--- src/inc/tcu_map.vh ---
/*
 * Register offsets, field positions, count limits and mode codes for the
 * 8-bit timer with two compare channels. Assumes a 32-bit APB master
 * that uses word-aligned byte addresses.
 */
`ifndef TCU_MAP_VH
`define TCU_MAP_VH

`define TCU_ADDR_CTRL_A   12'h000
`define TCU_ADDR_CTRL_B   12'h004
`define TCU_ADDR_COUNT    12'h008
`define TCU_ADDR_CMP_A    12'h00c
`define TCU_ADDR_CMP_B    12'h010
`define TCU_ADDR_FLAGS    12'h014
`define TCU_ADDR_MASK     12'h018
`define TCU_ADDR_OUT      12'h01c

`define TCU_CA_WGM_LO     1:0
`define TCU_CA_COMB       5:4
`define TCU_CA_COMA       7:6
`define TCU_CB_CS         2:0
`define TCU_CB_WGM_HI     3
`define TCU_CB_FORCE_B    6
`define TCU_CB_FORCE_A    7
`define TCU_FL_OVF        0
`define TCU_FL_MA         1
`define TCU_FL_MB         2

`define TCU_BOTTOM        8'h00
`define TCU_MAX           8'hff
`define TCU_CS_STOP       3'h0

`define TCU_WGM_NORMAL    3'h0
`define TCU_WGM_PC_MAX    3'h1
`define TCU_WGM_CTC       3'h2
`define TCU_WGM_FAST_MAX  3'h3
`define TCU_WGM_PC_TOP    3'h5
`define TCU_WGM_FAST_TOP  3'h7

`define TCU_COM_OFF       2'h0
`define TCU_COM_TOGGLE    2'h1
`define TCU_COM_CLEAR     2'h2
`define TCU_COM_SET       2'h3

`endif

--- src/verilog/tcu_timer8.v ---
/*
 * 8-bit timer/counter with two compare channels, double-buffered compare
 * values, flags, force strobes, write blocking and port override.
 * Assumes an APB master on pclk and a clock-select enable pulse tick_in.
 */
// Chosen here: the register offsets and the APB register port.
`include "tcu_map.vh"

module tcu_timer8 #(
    parameter AW = 12
) (
    input  wire        pclk,
    input  wire        presetn,
    input  wire        psel,
    input  wire        penable,
    input  wire        pwrite,
    input  wire [AW-1:0] paddr,
    input  wire [31:0] pwdata,
    output reg  [31:0] prdata,
    output reg         pready,
    output reg         pslverr,
    input  wire        tick_in,
    input  wire        irq_ack_ovf,
    input  wire        irq_ack_a,
    input  wire        irq_ack_b,
    input  wire        port_data_a,
    input  wire        port_data_b,
    output reg         irq_ovf,
    output reg         irq_a,
    output reg         irq_b,
    output reg         pin_out_a,
    output reg         pin_out_b,
    output reg         timer_active
);

    reg  [7:0] ctrl_a_r;
    reg  [7:0] ctrl_b_r;
    reg  [7:0] count_r;
    reg  [7:0] cmp_a_r;
    reg  [7:0] cmp_b_r;
    reg  [7:0] buf_a_r;
    reg  [7:0] buf_b_r;
    reg  [2:0] flags_r;
    reg  [2:0] mask_r;
    reg        oc_a_r;
    reg        oc_b_r;
    reg        block_r;
    reg        down_r;
    reg  [7:0] count_nxt;
    reg        down_nxt;

    wire       acc  = psel & penable;
    wire       wr   = acc & pwrite;
    wire [2:0] wgm  = {ctrl_b_r[`TCU_CB_WGM_HI], ctrl_a_r[`TCU_CA_WGM_LO]};
    wire [1:0] com_a = ctrl_a_r[`TCU_CA_COMA];
    wire [1:0] com_b = ctrl_a_r[`TCU_CA_COMB];
    wire       run  = (ctrl_b_r[`TCU_CB_CS] != `TCU_CS_STOP);
    wire       tick = tick_in & run;

    // the undocumented codes 4 and 6 count as in normal mode.
    wire is_fast = (wgm == `TCU_WGM_FAST_MAX) | (wgm == `TCU_WGM_FAST_TOP);
    wire is_pc   = (wgm == `TCU_WGM_PC_MAX) | (wgm == `TCU_WGM_PC_TOP);
    wire is_pwm  = is_fast | is_pc;
    wire top_ocr = (wgm == `TCU_WGM_PC_TOP) | (wgm == `TCU_WGM_FAST_TOP);
    wire [7:0] top = top_ocr ? cmp_a_r : `TCU_MAX;
    wire at_top = (count_r == top);
    wire at_bot = (count_r == `TCU_BOTTOM);

    // comparators run continuously; blocking masks the result.
    wire match_a = (count_r == cmp_a_r) & ~block_r;
    wire match_b = (count_r == cmp_b_r) & ~block_r;

    wire wr_cnt = wr & (paddr == `TCU_ADDR_COUNT);
    wire wr_cb  = wr & (paddr == `TCU_ADDR_CTRL_B);
    wire force_a = wr_cb & pwdata[`TCU_CB_FORCE_A] & ~is_pwm;
    wire force_b = wr_cb & pwdata[`TCU_CB_FORCE_B] & ~is_pwm;

    // Counting direction and next value; mode bits, count, direction and compare A decide this.
    always @* begin
        count_nxt = count_r + 8'h01;
        down_nxt  = down_r;
        if (is_pc) begin
            if (at_top && !down_r) begin
                down_nxt  = 1'b1;
                count_nxt = count_r - 8'h01;
            end else if (at_bot && down_r) begin
                down_nxt  = 1'b0;
            end else if (down_r) begin
                count_nxt = count_r - 8'h01;
            end
        end else begin
            down_nxt = 1'b0;
            if ((wgm == `TCU_WGM_CTC && count_r == cmp_a_r) ||
                (is_fast && at_top)) begin
                count_nxt = `TCU_BOTTOM;
            end
        end
    end

    // Output state update for one channel at a match, a fast PWM wrap or a force.
    function next_oc;
        input       cur;
        input [1:0] com;
        input       pwm;
        input       fast;
        input       dn;
        input       bot;
        input       hit;
        begin
            next_oc = cur;
            if (com != `TCU_COM_OFF) begin
                if (!pwm) begin
                    if (hit) begin
                        case (com)
                            `TCU_COM_TOGGLE: next_oc = ~cur;
                            `TCU_COM_CLEAR:  next_oc = 1'b0;
                            default:         next_oc = 1'b1;
                        endcase
                    end
                end else if (fast) begin
                    if (hit) begin
                        next_oc = (com == `TCU_COM_SET);
                    end else if (bot) begin
                        next_oc = (com != `TCU_COM_SET);
                    end
                end else if (hit) begin
                    next_oc = (com == `TCU_COM_SET) ^ dn;
                end
            end
        end
    endfunction

    // Fast PWM flips polarity when the counter wraps to bottom.
    wire wrap = is_fast & at_top;

    // One overflow event shared by the set and by both clear paths.
    wire ovf_evt = tick & ((!is_pwm && count_r == `TCU_MAX) ||
                           (is_fast && at_top) ||
                           (is_pc && at_bot && down_r));

    always @(posedge pclk or negedge presetn) begin
        if (!presetn) begin
            ctrl_a_r <= 8'h00;
            ctrl_b_r <= 8'h00;
            count_r  <= 8'h00;
            cmp_a_r  <= 8'h00;
            cmp_b_r  <= 8'h00;
            buf_a_r  <= 8'h00;
            buf_b_r  <= 8'h00;
            flags_r  <= 3'h0;
            mask_r   <= 3'h0;
            oc_a_r   <= 1'b0;
            oc_b_r   <= 1'b0;
            block_r  <= 1'b0;
            down_r   <= 1'b0;
        end else begin
            if (wr_cnt) begin
                count_r <= pwdata[7:0];
                block_r <= 1'b1;
            end else if (tick) begin
                count_r <= count_nxt;
                down_r  <= down_nxt;
                block_r <= 1'b0;
            end
            if (tick) begin
                // overflow as the counter leaves MAX or fast top, or turns up at phase-correct bottom.
                if (ovf_evt)
                    flags_r[`TCU_FL_OVF] <= 1'b1;
                if (match_a)
                    flags_r[`TCU_FL_MA] <= 1'b1;
                if (match_b)
                    flags_r[`TCU_FL_MB] <= 1'b1;
                // copy at top for fast, bottom for phase-correct.
                if ((is_fast && at_top) || (is_pc && at_bot)) begin
                    cmp_a_r <= buf_a_r;
                    cmp_b_r <= buf_b_r;
                end
                // mode changes never reset these bits.
                oc_a_r <= next_oc(oc_a_r, com_a, is_pwm, is_fast,
                                  down_r, wrap, match_a);
                oc_b_r <= next_oc(oc_b_r, com_b, is_pwm, is_fast,
                                  down_r, wrap, match_b);
            end
            if (force_a)
                oc_a_r <= next_oc(oc_a_r, com_a, 1'b0, 1'b0,
                                  1'b0, 1'b0, 1'b1);
            if (force_b)
                oc_b_r <= next_oc(oc_b_r, com_b, 1'b0, 1'b0,
                                  1'b0, 1'b0, 1'b1);
            // Clears come after sets in code order and would win, so each clear is gated off when its set fires.
            if (irq_ack_ovf && !ovf_evt)
                flags_r[`TCU_FL_OVF] <= 1'b0;
            if (irq_ack_a && !(tick && match_a))
                flags_r[`TCU_FL_MA] <= 1'b0;
            if (irq_ack_b && !(tick && match_b))
                flags_r[`TCU_FL_MB] <= 1'b0;
            if (wr) begin
                case (paddr)
                    `TCU_ADDR_CTRL_A: ctrl_a_r <= pwdata[7:0];
                    `TCU_ADDR_CTRL_B: ctrl_b_r <= {2'h0, pwdata[5:0]};
                    `TCU_ADDR_CMP_A: begin
                        buf_a_r <= pwdata[7:0];
                        if (!is_pwm)
                            cmp_a_r <= pwdata[7:0];
                    end
                    `TCU_ADDR_CMP_B: begin
                        buf_b_r <= pwdata[7:0];
                        if (!is_pwm)
                            cmp_b_r <= pwdata[7:0];
                    end
                    `TCU_ADDR_FLAGS: begin
                        if (pwdata[`TCU_FL_OVF] && !ovf_evt)
                            flags_r[`TCU_FL_OVF] <= 1'b0;
                        if (pwdata[`TCU_FL_MA] && !(tick && match_a))
                            flags_r[`TCU_FL_MA] <= 1'b0;
                        if (pwdata[`TCU_FL_MB] && !(tick && match_b))
                            flags_r[`TCU_FL_MB] <= 1'b0;
                    end
                    `TCU_ADDR_MASK: mask_r <= pwdata[2:0];
                    default: ;
                endcase
            end
        end
    end

    // Outputs are registered copies; one cycle behind the state above.
    always @(posedge pclk or negedge presetn) begin
        if (!presetn) begin
            prdata       <= 32'h0000_0000;
            pready       <= 1'b0;
            pslverr      <= 1'b0;
            irq_ovf      <= 1'b0;
            irq_a        <= 1'b0;
            irq_b        <= 1'b0;
            pin_out_a    <= 1'b0;
            pin_out_b    <= 1'b0;
            timer_active <= 1'b0;
        end else begin
            pready  <= psel & ~penable;
            pslverr <= 1'b0;
            if (psel && !penable && !pwrite) begin
                case (paddr)
                    `TCU_ADDR_CTRL_A: prdata <= {24'h0, ctrl_a_r};
                    `TCU_ADDR_CTRL_B: prdata <= {24'h0, ctrl_b_r};
                    `TCU_ADDR_COUNT:  prdata <= {24'h0, count_r};
                    `TCU_ADDR_CMP_A:  prdata <= {24'h0,
                                         is_pwm ? buf_a_r : cmp_a_r};
                    `TCU_ADDR_CMP_B:  prdata <= {24'h0,
                                         is_pwm ? buf_b_r : cmp_b_r};
                    `TCU_ADDR_FLAGS:  prdata <= {29'h0, flags_r};
                    `TCU_ADDR_MASK:   prdata <= {29'h0, mask_r};
                    `TCU_ADDR_OUT:    prdata <= {30'h0, oc_b_r, oc_a_r};
                    default:          prdata <= 32'h0000_0000;
                endcase
            end
            irq_ovf   <= flags_r[`TCU_FL_OVF] & mask_r[`TCU_FL_OVF];
            irq_a     <= flags_r[`TCU_FL_MA] & mask_r[`TCU_FL_MA];
            irq_b     <= flags_r[`TCU_FL_MB] & mask_r[`TCU_FL_MB];
            // direction stays with the port; only data is taken.
            pin_out_a <= (com_a != `TCU_COM_OFF) ? oc_a_r : port_data_a;
            pin_out_b <= (com_b != `TCU_COM_OFF) ? oc_b_r : port_data_b;
            timer_active <= run;
        end
    end

endmodule
--- config.mk ---
export PLATFORM = sky130hd
export DESIGN_NAME = tcu_timer8
export DESIGN_NICKNAME = d
export VERILOG_FILES = /design/src/verilog/tcu_timer8.v
export VERILOG_INCLUDE_DIRS = /design/src /design/src/inc
export SDC_FILE = /design/constraint.sdc
export NUM_CORES = 1
export LEC_CHECK = 0
export ABC_AREA = 1
export ABC_CLOCK_PERIOD_IN_PS = 2600
export BUFFER_PORTS_ARGS = -buffer_cell sky130_fd_sc_hd__buf_2
export CAP_MARGIN = 15
export CORE_ASPECT_RATIO = 0.5
export CORE_UTILIZATION = 35
export CTS_CLUSTER_DIAMETER = 100
export DETAILED_ROUTE_END_ITERATION = 16
export GPL_TIMING_DRIVEN = 0
export RECOVER_POWER = 50
export SLEW_MARGIN = 20
export SYNTH_ARGS = -nofsm -noshare
export SYNTH_HDL_FRONTEND = slang
export SYNTH_SLANG_ARGS = --single-unit
--- constraint.sdc ---
create_clock -name pclk -period 2.6 [get_ports pclk]
set_clock_uncertainty 0.15 [all_clocks]
set_input_delay 0.26 -clock pclk [delete_from_list [all_inputs] [get_ports pclk]]
set_output_delay 0.26 -clock pclk [all_outputs]
set_load 0.05 [all_outputs]
==> results of run 1 <==
## repair_timing
action / in CTS / in global routing
resized for setup: 0 / 5
hold buffers: 7 / 0
endpoints found under the setup margin: 0 / 15
hold endpoints to repair: 32 / 0
## path summary, 6_finish.rpt
path	start	endpoint	slack [ns]	cells after the start
worst max-delay path	count_r[5]	count_r[7]	0.17	14
worst min-delay path	psel	pready	0.007	3
worst max register to register	count_r[5]	count_r[7]	0.17	14
worst min register to register	prdata[0]	prdata[0]	0.33	2
max in group asynchronous	presetn	count_r[0]	0.36	2
min in group asynchronous	presetn	count_r[5]	0.78	2
## flip-flops by register name (all words and copies together) (netlist names), 3 cells and up
signal	count
buf_b_r	8
buf_a_r	8
ctrl_a_r	8
flags_r	3
mask_r	3
count_r	8
cmp_a_r	8
prdata	8
cmp_b_r	8
ctrl_b_r	6
## cells in the final DEF (no fill, tap or decap), drive strengths merged, types with 2 or more instances in the layout
| cell | n |
|---|---|
| o22ai | 16 |
| conb | 25 |
| nand3 | 48 |
| xor2 | 6 |
| buf | 78 |
| nand2 | 253 |
| xnor2 | 2 |
| o221ai | 3 |
| o21ai | 85 |
| nand4 | 7 |
| o31ai | 2 |
| o211ai | 2 |
| a21oi | 39 |
| nor4 | 2 |
| nand3b | 2 |
| inv | 98 |
| clkbuf | 22 |
| dlygate4sd3 | 7 |
| dfrtp | 79 |
| ha | 2 |
| nor3 | 9 |
| nor2 | 74 |
| clkinv | 2 |
## metrics by stage
| stage | total power, mW | worst slack [ns] | util, % | std cells | hold WS, ns |
|---|---|---|---|---|---|
| final | 3.76 | 0.172 | 42.7 | 1071 | 0.00735 |
| after global routing | 3.94 | 0.0241 | 42.7 | 1071 | 0.0126 |
| after CTS | 3.76 | 0.122 | 42.7 | 1071 | 0.00241 |
| after detailed placement | 2.40 | 0.128 | 40.0 | 1048 | 0.0727 |
| after global placement | 2.39 | 0.154 | 39.8 | 1047 | 0.293 |
| after floorplan | 2.10 | 0.624 | - | 804 | -0.186 |
## kinds of logic after synthesis
kind of cell    after synthesis
simple gates                396
compound gates              153
buf+inv                     140
flops                        79
xor+xnor                      8
fa+ha+maj                     2
other cells                   1
mux                           1
## worst max-delay path, delay by kind of cell (launching register included)
kind | cells | cell delay (ns)
flip-flops | 1 | 0.32
AND/OR/NAND/NOR | 12 | 1.34
buffers and inverters | 2 | 0.50
## per-layer routing
layer | up-vias | wire, um
met4 | 0 | 360
met2 | 248 | 7240
met1 | 2529 | 7870
li1 | 2646 | -
met3 | 34 | 1430
met5 | - | 0
## where the power goes
| part | total, mW | switching, mW | internal, mW |
|---|---|---|---|
| Combinational | 1.08 | 0.747 | 0.337 |
| Sequential | 1.32 | 0.0434 | 1.28 |
| Clock | 1.35 | 0.583 | 0.769 |
## final cells by class
cell class                      instances  area, sq um  area share [%]
Sequential cell                        79         1980            32.0
Tap cell                              198          248            4.01
Timing Repair Buffer                   53          320            5.19
Inverter                               95          358            5.80
Clock inverter                          7         86.3            1.40
Clock buffer                            9          225            3.65
Multi-Input combinational cell        585         2660            43.1
Buffer                                 45          299            4.84
==> out/metrics.csv, run 1 <==
metric,value,unit
leading area contributor after synthesis,dfrtp_1,
width of the chip,174,um
Synth Area in XOR/XNOR,1.35,%
status,"complete, but fails checks",
IO Count,95,
Compound-Gate Fraction of Synth Area,15.9,%
setup violators final,0,
mux share of post-synthesis cell area,0.193,%
GRT met1 Usage,31.3,%
Final Cycle Share,93.4,%
top-count cell post-synth,nand2_1,
GP Congestion,0.891,
Global Route met3 Usage,4.73,%
synth top area cells,"dfrtp_1 38%, nand2_1 18%, o21ai_0 7.4%, inv_1 6.3%, nor2_1 5.1%",
"Top FF cell, synth",dfrtp_1,
Post-Syn Instances,780,
kind of critical path,reg2reg,
TritonCTS clock tree,done,
CTS root buffer,clkbuf_16,
Post-Synth Simple-Gate Area,31.4,%
most frequent cells after synthesis,"250 x nand2_1, 87 x inv_1, 79 x dfrtp_1, 77 x o21ai_0, 70 x nor2_1",
Crit path required time,2.69,ns
DRT iter0 DRCs,472,
post-synthesis area per instance,6.66,sq um
"Cell Area, Placed",5790,sq um
dpl hpwl,12900,um
Routed WL per cell,15.8,um
largest family of logic cells by synthesized area,simple AND/OR/NAND/NOR gates,
vias,5457,
H-tree levels,3,
Relative slew margins,-19.4,%
worst hold path type,in2reg,
Worst path max stage delay,0.32,ns
input/output buffers,45,
CTS Buf Count,9,
maxcap violations,1,
number of flops mapped to enable cells by yosys,0,
Max VDD drop,0.319,mV
total congestion overflow,0,
Post-CTS Setup Bufs,0,
"Seq/Total Area, Yosys",38.0,%
crit start category,register,
DRT Pass-1 Iters,5,
Synth top area share,38.0,%
Synth Area in Adders,0.481,%
fin area,6170,sq um
Synth Register Bits,79,
RSZ-0062 raised after global routing,no,
effective utilization at floorplan,35.9,%
"Data arrival, critical path",2.52,ns
post-route ant nets,0,
PwrDens,609,nW/um^2
antenna violations before repair,0,
Netlist cell types,40,
clock latency on the worst-skew pair,0.35,ns
fin nets,925,
drt total wl,16900,um
DRC Markers,0,
Clock transition at path regs,0.07,ns
"FFs w/ async S/R, synth",100,%
Vias per Instance,5.10,
clock tree buffer depth,2,
Fmax,412,MHz
"critical path fanouts, max",10,
global-route wire length before repair,26400,um
GRT Total Usage,22.8,%
minimum clock period,2.43,ns
area grow syn2layout,18.8,%
synthesized area,5200,sq um
Core ar.,14500,sq um
CP max-delay cell,dfrtp_1,
cell repeated most along the worst path,nand2_1,
crit path cell chain,buf_2 > inv_1 > nand2_1 > nand2_1 > nor2_1 > nand2_1 > nor2_2 > nand2_1 > nand2_1 > nor2_1 > nand2_1 > nand2_1 > nand2_1 > nand2_1,
Die Y,88.2,um
die area,15400,sq um
GR peak layer,met2,
M2 GR Usage,36.2,%
n_diodes,0,
# rows,31,
Slew @ Worst Pin,1.79,ns
failing checks,"capacitance limit, slew limit",
clk sinks,79,
Synth Warn #,0,
Max Slew Vio Count,27,
Critical Path End Type,register,
setup TNS,0,ns
Leak Pwr,3.11,nW
largest net degree at the start of global routing,54,
vias in the first global route,4962,
"Hold Vio Cnt, Final",0,
ratio of cells with drive above 1 in the final layout,12.9,%
fill cell count,1543,
Power figures use the tool's default switching activity.
==> inputs of run 2 (changes only) <==
- PLACE_DENSITY: unset -> 0.58
==> out/metrics.csv, run 2 (synthesis results as in run 1) <==
metric,value,unit,change
Comb power frac,29.4,%,+0.6 points
Finished Core Util,42.5,%,-0.22 points
"Hold Vio Cnt, Final",0,,unchanged
Final Non-Filler Cells,1072,,+0.093%
"Data arrival, critical path",2.47,ns,-0.05 ns
Relative slew margins,11.5,%,+31 points
GRT Total Usage,23.0,%,+0.20 points
n_diodes,0,,unchanged
Critical Path End Type,register,,
largest net degree at the start of global routing,53,,-1.9%
Die Y,88.2,um,unchanged
PwrDens,597,nW/um^2,-1.9%
Seq pwr share,36.1,%,+0.9 points
H-tree levels,3,,unchanged
PnR worst setup slack,0.207,ns,+0.0357 ns
Fmax,418,MHz,+1.5%
CTS root buffer,clkbuf_16,,
maxcap violations,0,,-1
"commonest non-fill, non-tap cell in the layout",nand2_1,,
setup violators final,0,,unchanged
fin nets,926,,+0.11%
fin area,6140,sq um,-0.51%
total congestion overflow,0,,unchanged
area grow syn2layout,18.2,%,
DRT Pass-1 Iters,5,,unchanged
dpl hpwl,12900,um,-0.13%
Leak Pwr,3.10,nW,-0.28%
# rows,31,,unchanged
fill cell count,1543,,unchanged
Routed WL per cell,15.7,um,-0.31%
Vias per Instance,4.96,,-2.7%
Max Slew Vio Count,0,,-100%
Crit path required time,2.68,ns,about the same
DP Cell Count,1048,,unchanged
vias,5315,,-2.6%
most frequent cells in the layout,"250 x nand2_1, 87 x inv_1, 78 x dfrtp_1",,
"Cell Area, Placed",5790,sq um,unchanged
kind of critical path,reg2reg,,
worst hold path type,in2reg,,
drt total wl,16900,um,-0.22%
"critical path fanouts, max",10,,unchanged
design internal power,2.29,mW,-4.1%
DRC Markers,0,,unchanged
crit start category,register,,
setup TNS,0,ns,unchanged
Max VDD drop,0.254,mV,-21%
TritonCTS clock tree,done,,
width of the chip,174,um,unchanged
Post-CTS Setup Bufs,0,,unchanged
clock tree buffer depth,2,,unchanged
status,finished clean,,
IO Count,95,,unchanged
CTS Buf Count,9,,unchanged
ratio of cells with drive above 1 in the final layout,12.9,%,-0.015 points
vias in the first global route,4800,,-3.3%
GP Congestion,0.890,,-0.10%
Net Sw Frac,37.7,%,+1.1 points
Core ar.,14500,sq um,unchanged
antenna violations before repair,0,,unchanged
global-route wire length before repair,26400,um,+0.10%
Slew @ Worst Pin,1.33,ns,-0.463 ns
Net Switching,1.38,mW,+0.70%
clock latency on the worst-skew pair,0.35,ns,about the same
RSZ-0062 raised after global routing,no,,
Final Cycle Share,92.0,%,-1.4 points
minimum clock period,2.39,ns,-0.0357 ns
clock share of power,34.5,%,-1.5 points
DRT iter0 DRCs,427,,-9.5%
clk sinks,79,,unchanged
die area,15400,sq um,unchanged
Clock transition at path regs,0.07,ns,about the same
input/output buffers,45,,unchanged
post-route ant nets,0,,unchanged
dpl ws,0.132,ns,+0.00463 ns
effective utilization at floorplan,35.9,%,unchanged
==> run 2: layer usage <==
layer / track usage (%) / part of all wire, % / up-vias
met5: 0 / 0 / -
met4: 7.58 / 1.9 / 0
met3: 4.99 / 8.0 / 28
met2: 35.7 / 43 / 218
met1: 32.1 / 47 / 2422
li1: - / - / 2647
==> run 2: timing repair <==
item / in CTS / in global routing
endpoints found under the setup margin: 0 / 22
gates resized for setup: 0 / 5
hold endpoints to repair: 33 / 0
hold buffers: 8 / 0
==> run 2: worst max-delay path, cell delays in order (launching register included) <==
cell	delay (ns)
dfrtp_1	0.44
inv_2	0.18
ha_1	0.22
nand2_1	0.11
nor2_1	0.16
nand3_1	0.19
nor2_1	0.19
inv_1	0.07
nand2_2	0.09
nand2_4	0.09
buf_6	0.17
o21ai_0	0.15
nand2_1	0.06
==> run 2: stage by stage <==
step                power, mW  hold slack (ns)
floorplan                2.10           -0.186
global placement         2.39            0.294
detailed placement       2.41           0.0803
CTS                      3.67           0.0500
global route             3.86           0.0585
finish                   3.67           0.0601
==> run 2: layout make-up <==
type	instances	area, sq um	area share, %
Clock inverter	7	62.6	1.02
Inverter	95	360	5.87
Tap cell	198	248	4.03
Timing Repair Buffer	54	312	5.07
Buffer	45	298	4.85
Multi-Input combinational cell	585	2660	43.3
Clock buffer	9	225	3.67
Sequential cell	79	1980	32.2
==> run 2: worst paths after layout <==
kind	startpoint	to	slack, ns	depth (start not counted)
setup / recovery	count_r[1]	cmp_a_r[0]	0.21	12
hold / removal	pwdata[0]	cmp_a_r[0]	0.06	3
setup reg to reg	count_r[1]	cmp_a_r[0]	0.21	12
hold reg to reg	prdata[2]	prdata[2]	0.33	2
max in group asynchronous	presetn	buf_b_r[4]	0.47	3
min in group asynchronous	presetn	count_r[5]	0.22	2
==> run 2: power by group through the flow <==
stage          Combinational, mW  Sequential (mW)  Clock [mW]
5_1_grt                     1.19             1.33        1.34
2_1_floorplan              0.745             1.35           0
3_3_place_gp                1.05             1.35           0
4_1_cts                     1.07             1.32        1.28
3_5_place_dp                1.06             1.34           0
6_report                    1.08             1.32        1.27
==> inputs of run 3 (changes only) <==
- MAX_ROUTING_LAYER: unset -> met4
==> out/metrics.csv, run 3 (synthesis results as in run 1) <==
metric,value,unit,change
TritonCTS clock tree,done,,
Seq pwr share,36.0,%,about the same
effective utilization at floorplan,35.9,%,unchanged
dpl hpwl,13000,um,+0.68%
Fmax,422,MHz,+0.86%
most frequent cells in the layout,"250 x nand2_1, 86 x inv_1, 78 x dfrtp_1",,
WP buf/inv,2,,-1
total congestion overflow,0,,unchanged
total chip power,3.68,mW,+0.35%
Die Y,88.2,um,unchanged
"Cell Area, Placed",5790,sq um,unchanged
Critical Path End Type,register,,
GP Congestion,0.911,,+2.3%
Final Non-Filler Cells,1074,,+0.19%
setup violators final,0,,unchanged
fin area,6170,sq um,+0.41%
fill cell count,1577,,+2.2%
# rows,31,,unchanged
vias,5350,,+0.66%
CTS root buffer,clkbuf_16,,
Vias per Instance,4.98,,+0.47%
DR top layer,met4,,
Crit path required time,2.69,ns,about the same
M1 WL,8220,um,+2.8%
area grow syn2layout,18.7,%,
CTS Buf Count,9,,unchanged
DRT Pass-1 Iters,6,,+1
die area,15400,sq um,unchanged
clock share of power,34.1,%,-0.4 points
Max VDD drop,0.309,mV,+22%
cell repeated most along the worst path,nand2_1,,
DRT iter0 DRCs,443,,+3.7%
DRC Markers,0,,unchanged
ratio of cells with drive above 1 in the final layout,13.5,%,+0.54 points
crit start category,register,,
Net Switching,1.37,mW,-0.90%
"Hold Vio Cnt, Final",0,,unchanged
n_diodes,0,,unchanged
Finished Core Util,42.6,%,+0.17 points
input/output buffers,45,,unchanged
Comb power frac,29.9,%,+0.5 points
vias in the first global route,4776,,-0.50%
minimum clock period,2.37,ns,-0.0203 ns
"critical path fanouts, max",10,,unchanged
"commonest non-fill, non-tap cell in the layout",nand2_1,,
clk sinks,79,,unchanged
GRT Total Usage,23.7,%,+0.62 points
CP max-delay cell,dfrtp_1,,
Leak Pwr,3.10,nW,about the same
worst hold path type,in2reg,,
Slew @ Worst Pin,1.33,ns,+0.00336 ns
met2 WL post-DR,7040,um,-2.1%
Net Sw Frac,37.2,%,-0.47 points
IO Count,95,,unchanged
Max Slew Vio Count,0,,unchanged
H-tree levels,3,,unchanged
drt total wl,16800,um,-0.27%
clock tree buffer depth,2,,unchanged
global-route wire length before repair,26500,um,+0.13%
Routed WL per cell,15.7,um,-0.45%
clock latency on the worst-skew pair,0.35,ns,about the same
kind of critical path,reg2reg,,
post-route ant nets,0,,unchanged
Clock transition at path regs,0.06,ns,about the same
maxcap violations,0,,unchanged
DP Cell Count,1048,,unchanged
Core ar.,14500,sq um,unchanged
fin nets,928,,+0.22%
PwrDens,597,nW/um^2,about the same
cell family with most CP delay,simple AND/OR/NAND/NOR gates,,
"Data arrival, critical path",2.46,ns,about the same
antenna violations before repair,0,,unchanged
setup TNS,0,ns,unchanged
largest net degree at the start of global routing,53,,unchanged
met3 routed WL,1260,um,-6.5%
Worst path max stage delay,0.31,ns,-0.13 ns
RSZ-0062 raised after global routing,no,,
Final Cycle Share,91.2,%,-0.78 points
design internal power,2.31,mW,+1.1%
width of the chip,174,um,unchanged
crit path cell chain,buf_2 > clkinvlp_4 > nand2_1 > nand2_1 > nor2_1 > nand2_1 > nor2_2 > nand2_1 > nand2_1 > nor2_1 > nand2_1 > nand2_1 > nand2_1 > nand2_1,,
Relative slew margins,11.3,%,-0.22 points
status,finished clean,,
==> run 3: final timing paths <==
| kind | start | to | slack, ns | depth (start not counted) |
|---|---|---|---|---|
| max | count_r[5] | count_r[2] | 0.23 | 14 |
| min | pwdata[0] | cmp_a_r[0] | 0.05 | 3 |
| max reg2reg | count_r[5] | count_r[2] | 0.23 | 14 |
| min reg2reg | prdata[2] | prdata[2] | 0.33 | 2 |
| max in group asynchronous | presetn | ctrl_b_r[0] | 0.45 | 3 |
| min in group asynchronous | presetn | down_r | 0.23 | 2 |
==> run 3: repair_timing <==
item / 4_1_cts / 5_1_grt
hold endpoints to repair: 33 / 0
resized for setup: 0 / 6
hold buffers: 8 / 0
setup endpoints to repair: 0 / 21
buffers inserted: 0 / 2
==> run 3: worst register-to-register path, cell delays in order (launching register included) <==
cell and delay [ns]:
dfrtp_1 0.31, buf_2 0.28, clkinvlp_4 0.18, nand2_1 0.08, nand2_1 0.06, nor2_1 0.10
nand2_1 0.07, nor2_2 0.24, nand2_1 0.23, nand2_1 0.21, nor2_1 0.08, nand2_1 0.08
nand2_1 0.06, nand2_1 0.07, nand2_1 0.06
==> run 3: power groups by stage <==
stage | Clock, mW | Sequential [mW] | Combinational [mW]
global route | 1.32 | 1.33 | 1.21
finish | 1.26 | 1.33 | 1.10
floorplan | 0 | 1.35 | 0.745
CTS | 1.27 | 1.32 | 1.07
detailed placement | 0 | 1.35 | 1.06
global placement | 0 | 1.35 | 1.05
==> run 3: layout make-up <==
| cell class | count | area, sq um | area share [%] |
|---|---|---|---|
| plain buffers | 45 | 298 | 4.83 |
| clock buffers | 10 | 239 | 3.87 |
| flip-flops and latches | 79 | 1980 | 32.1 |
| well taps | 198 | 248 | 4.02 |
| clock inverters | 6 | 50.0 | 0.811 |
| repair buffers | 56 | 327 | 5.29 |
| inverters | 95 | 362 | 5.86 |
| multi-input cells | 585 | 2670 | 43.2 |
==> run 3: per-layer routing <==
metal  vias up  GRT usage (%)
li1       2648              -
met1      2446           32.8
met2       234           35.3
met3        22           3.73
met4         0           7.10
met5         -              -
==> run 3: per-stage QoR <==
step / worst slack [ns] / hold slack, ns
3_5_place_dp: 0.119 / 0.0796
3_3_place_gp: 0.141 / 0.294
4_1_cts: 0.112 / 0.0429
2_1_floorplan: 0.624 / -0.186
5_1_grt: 0.0470 / 0.0627
6_report: 0.228 / 0.0530
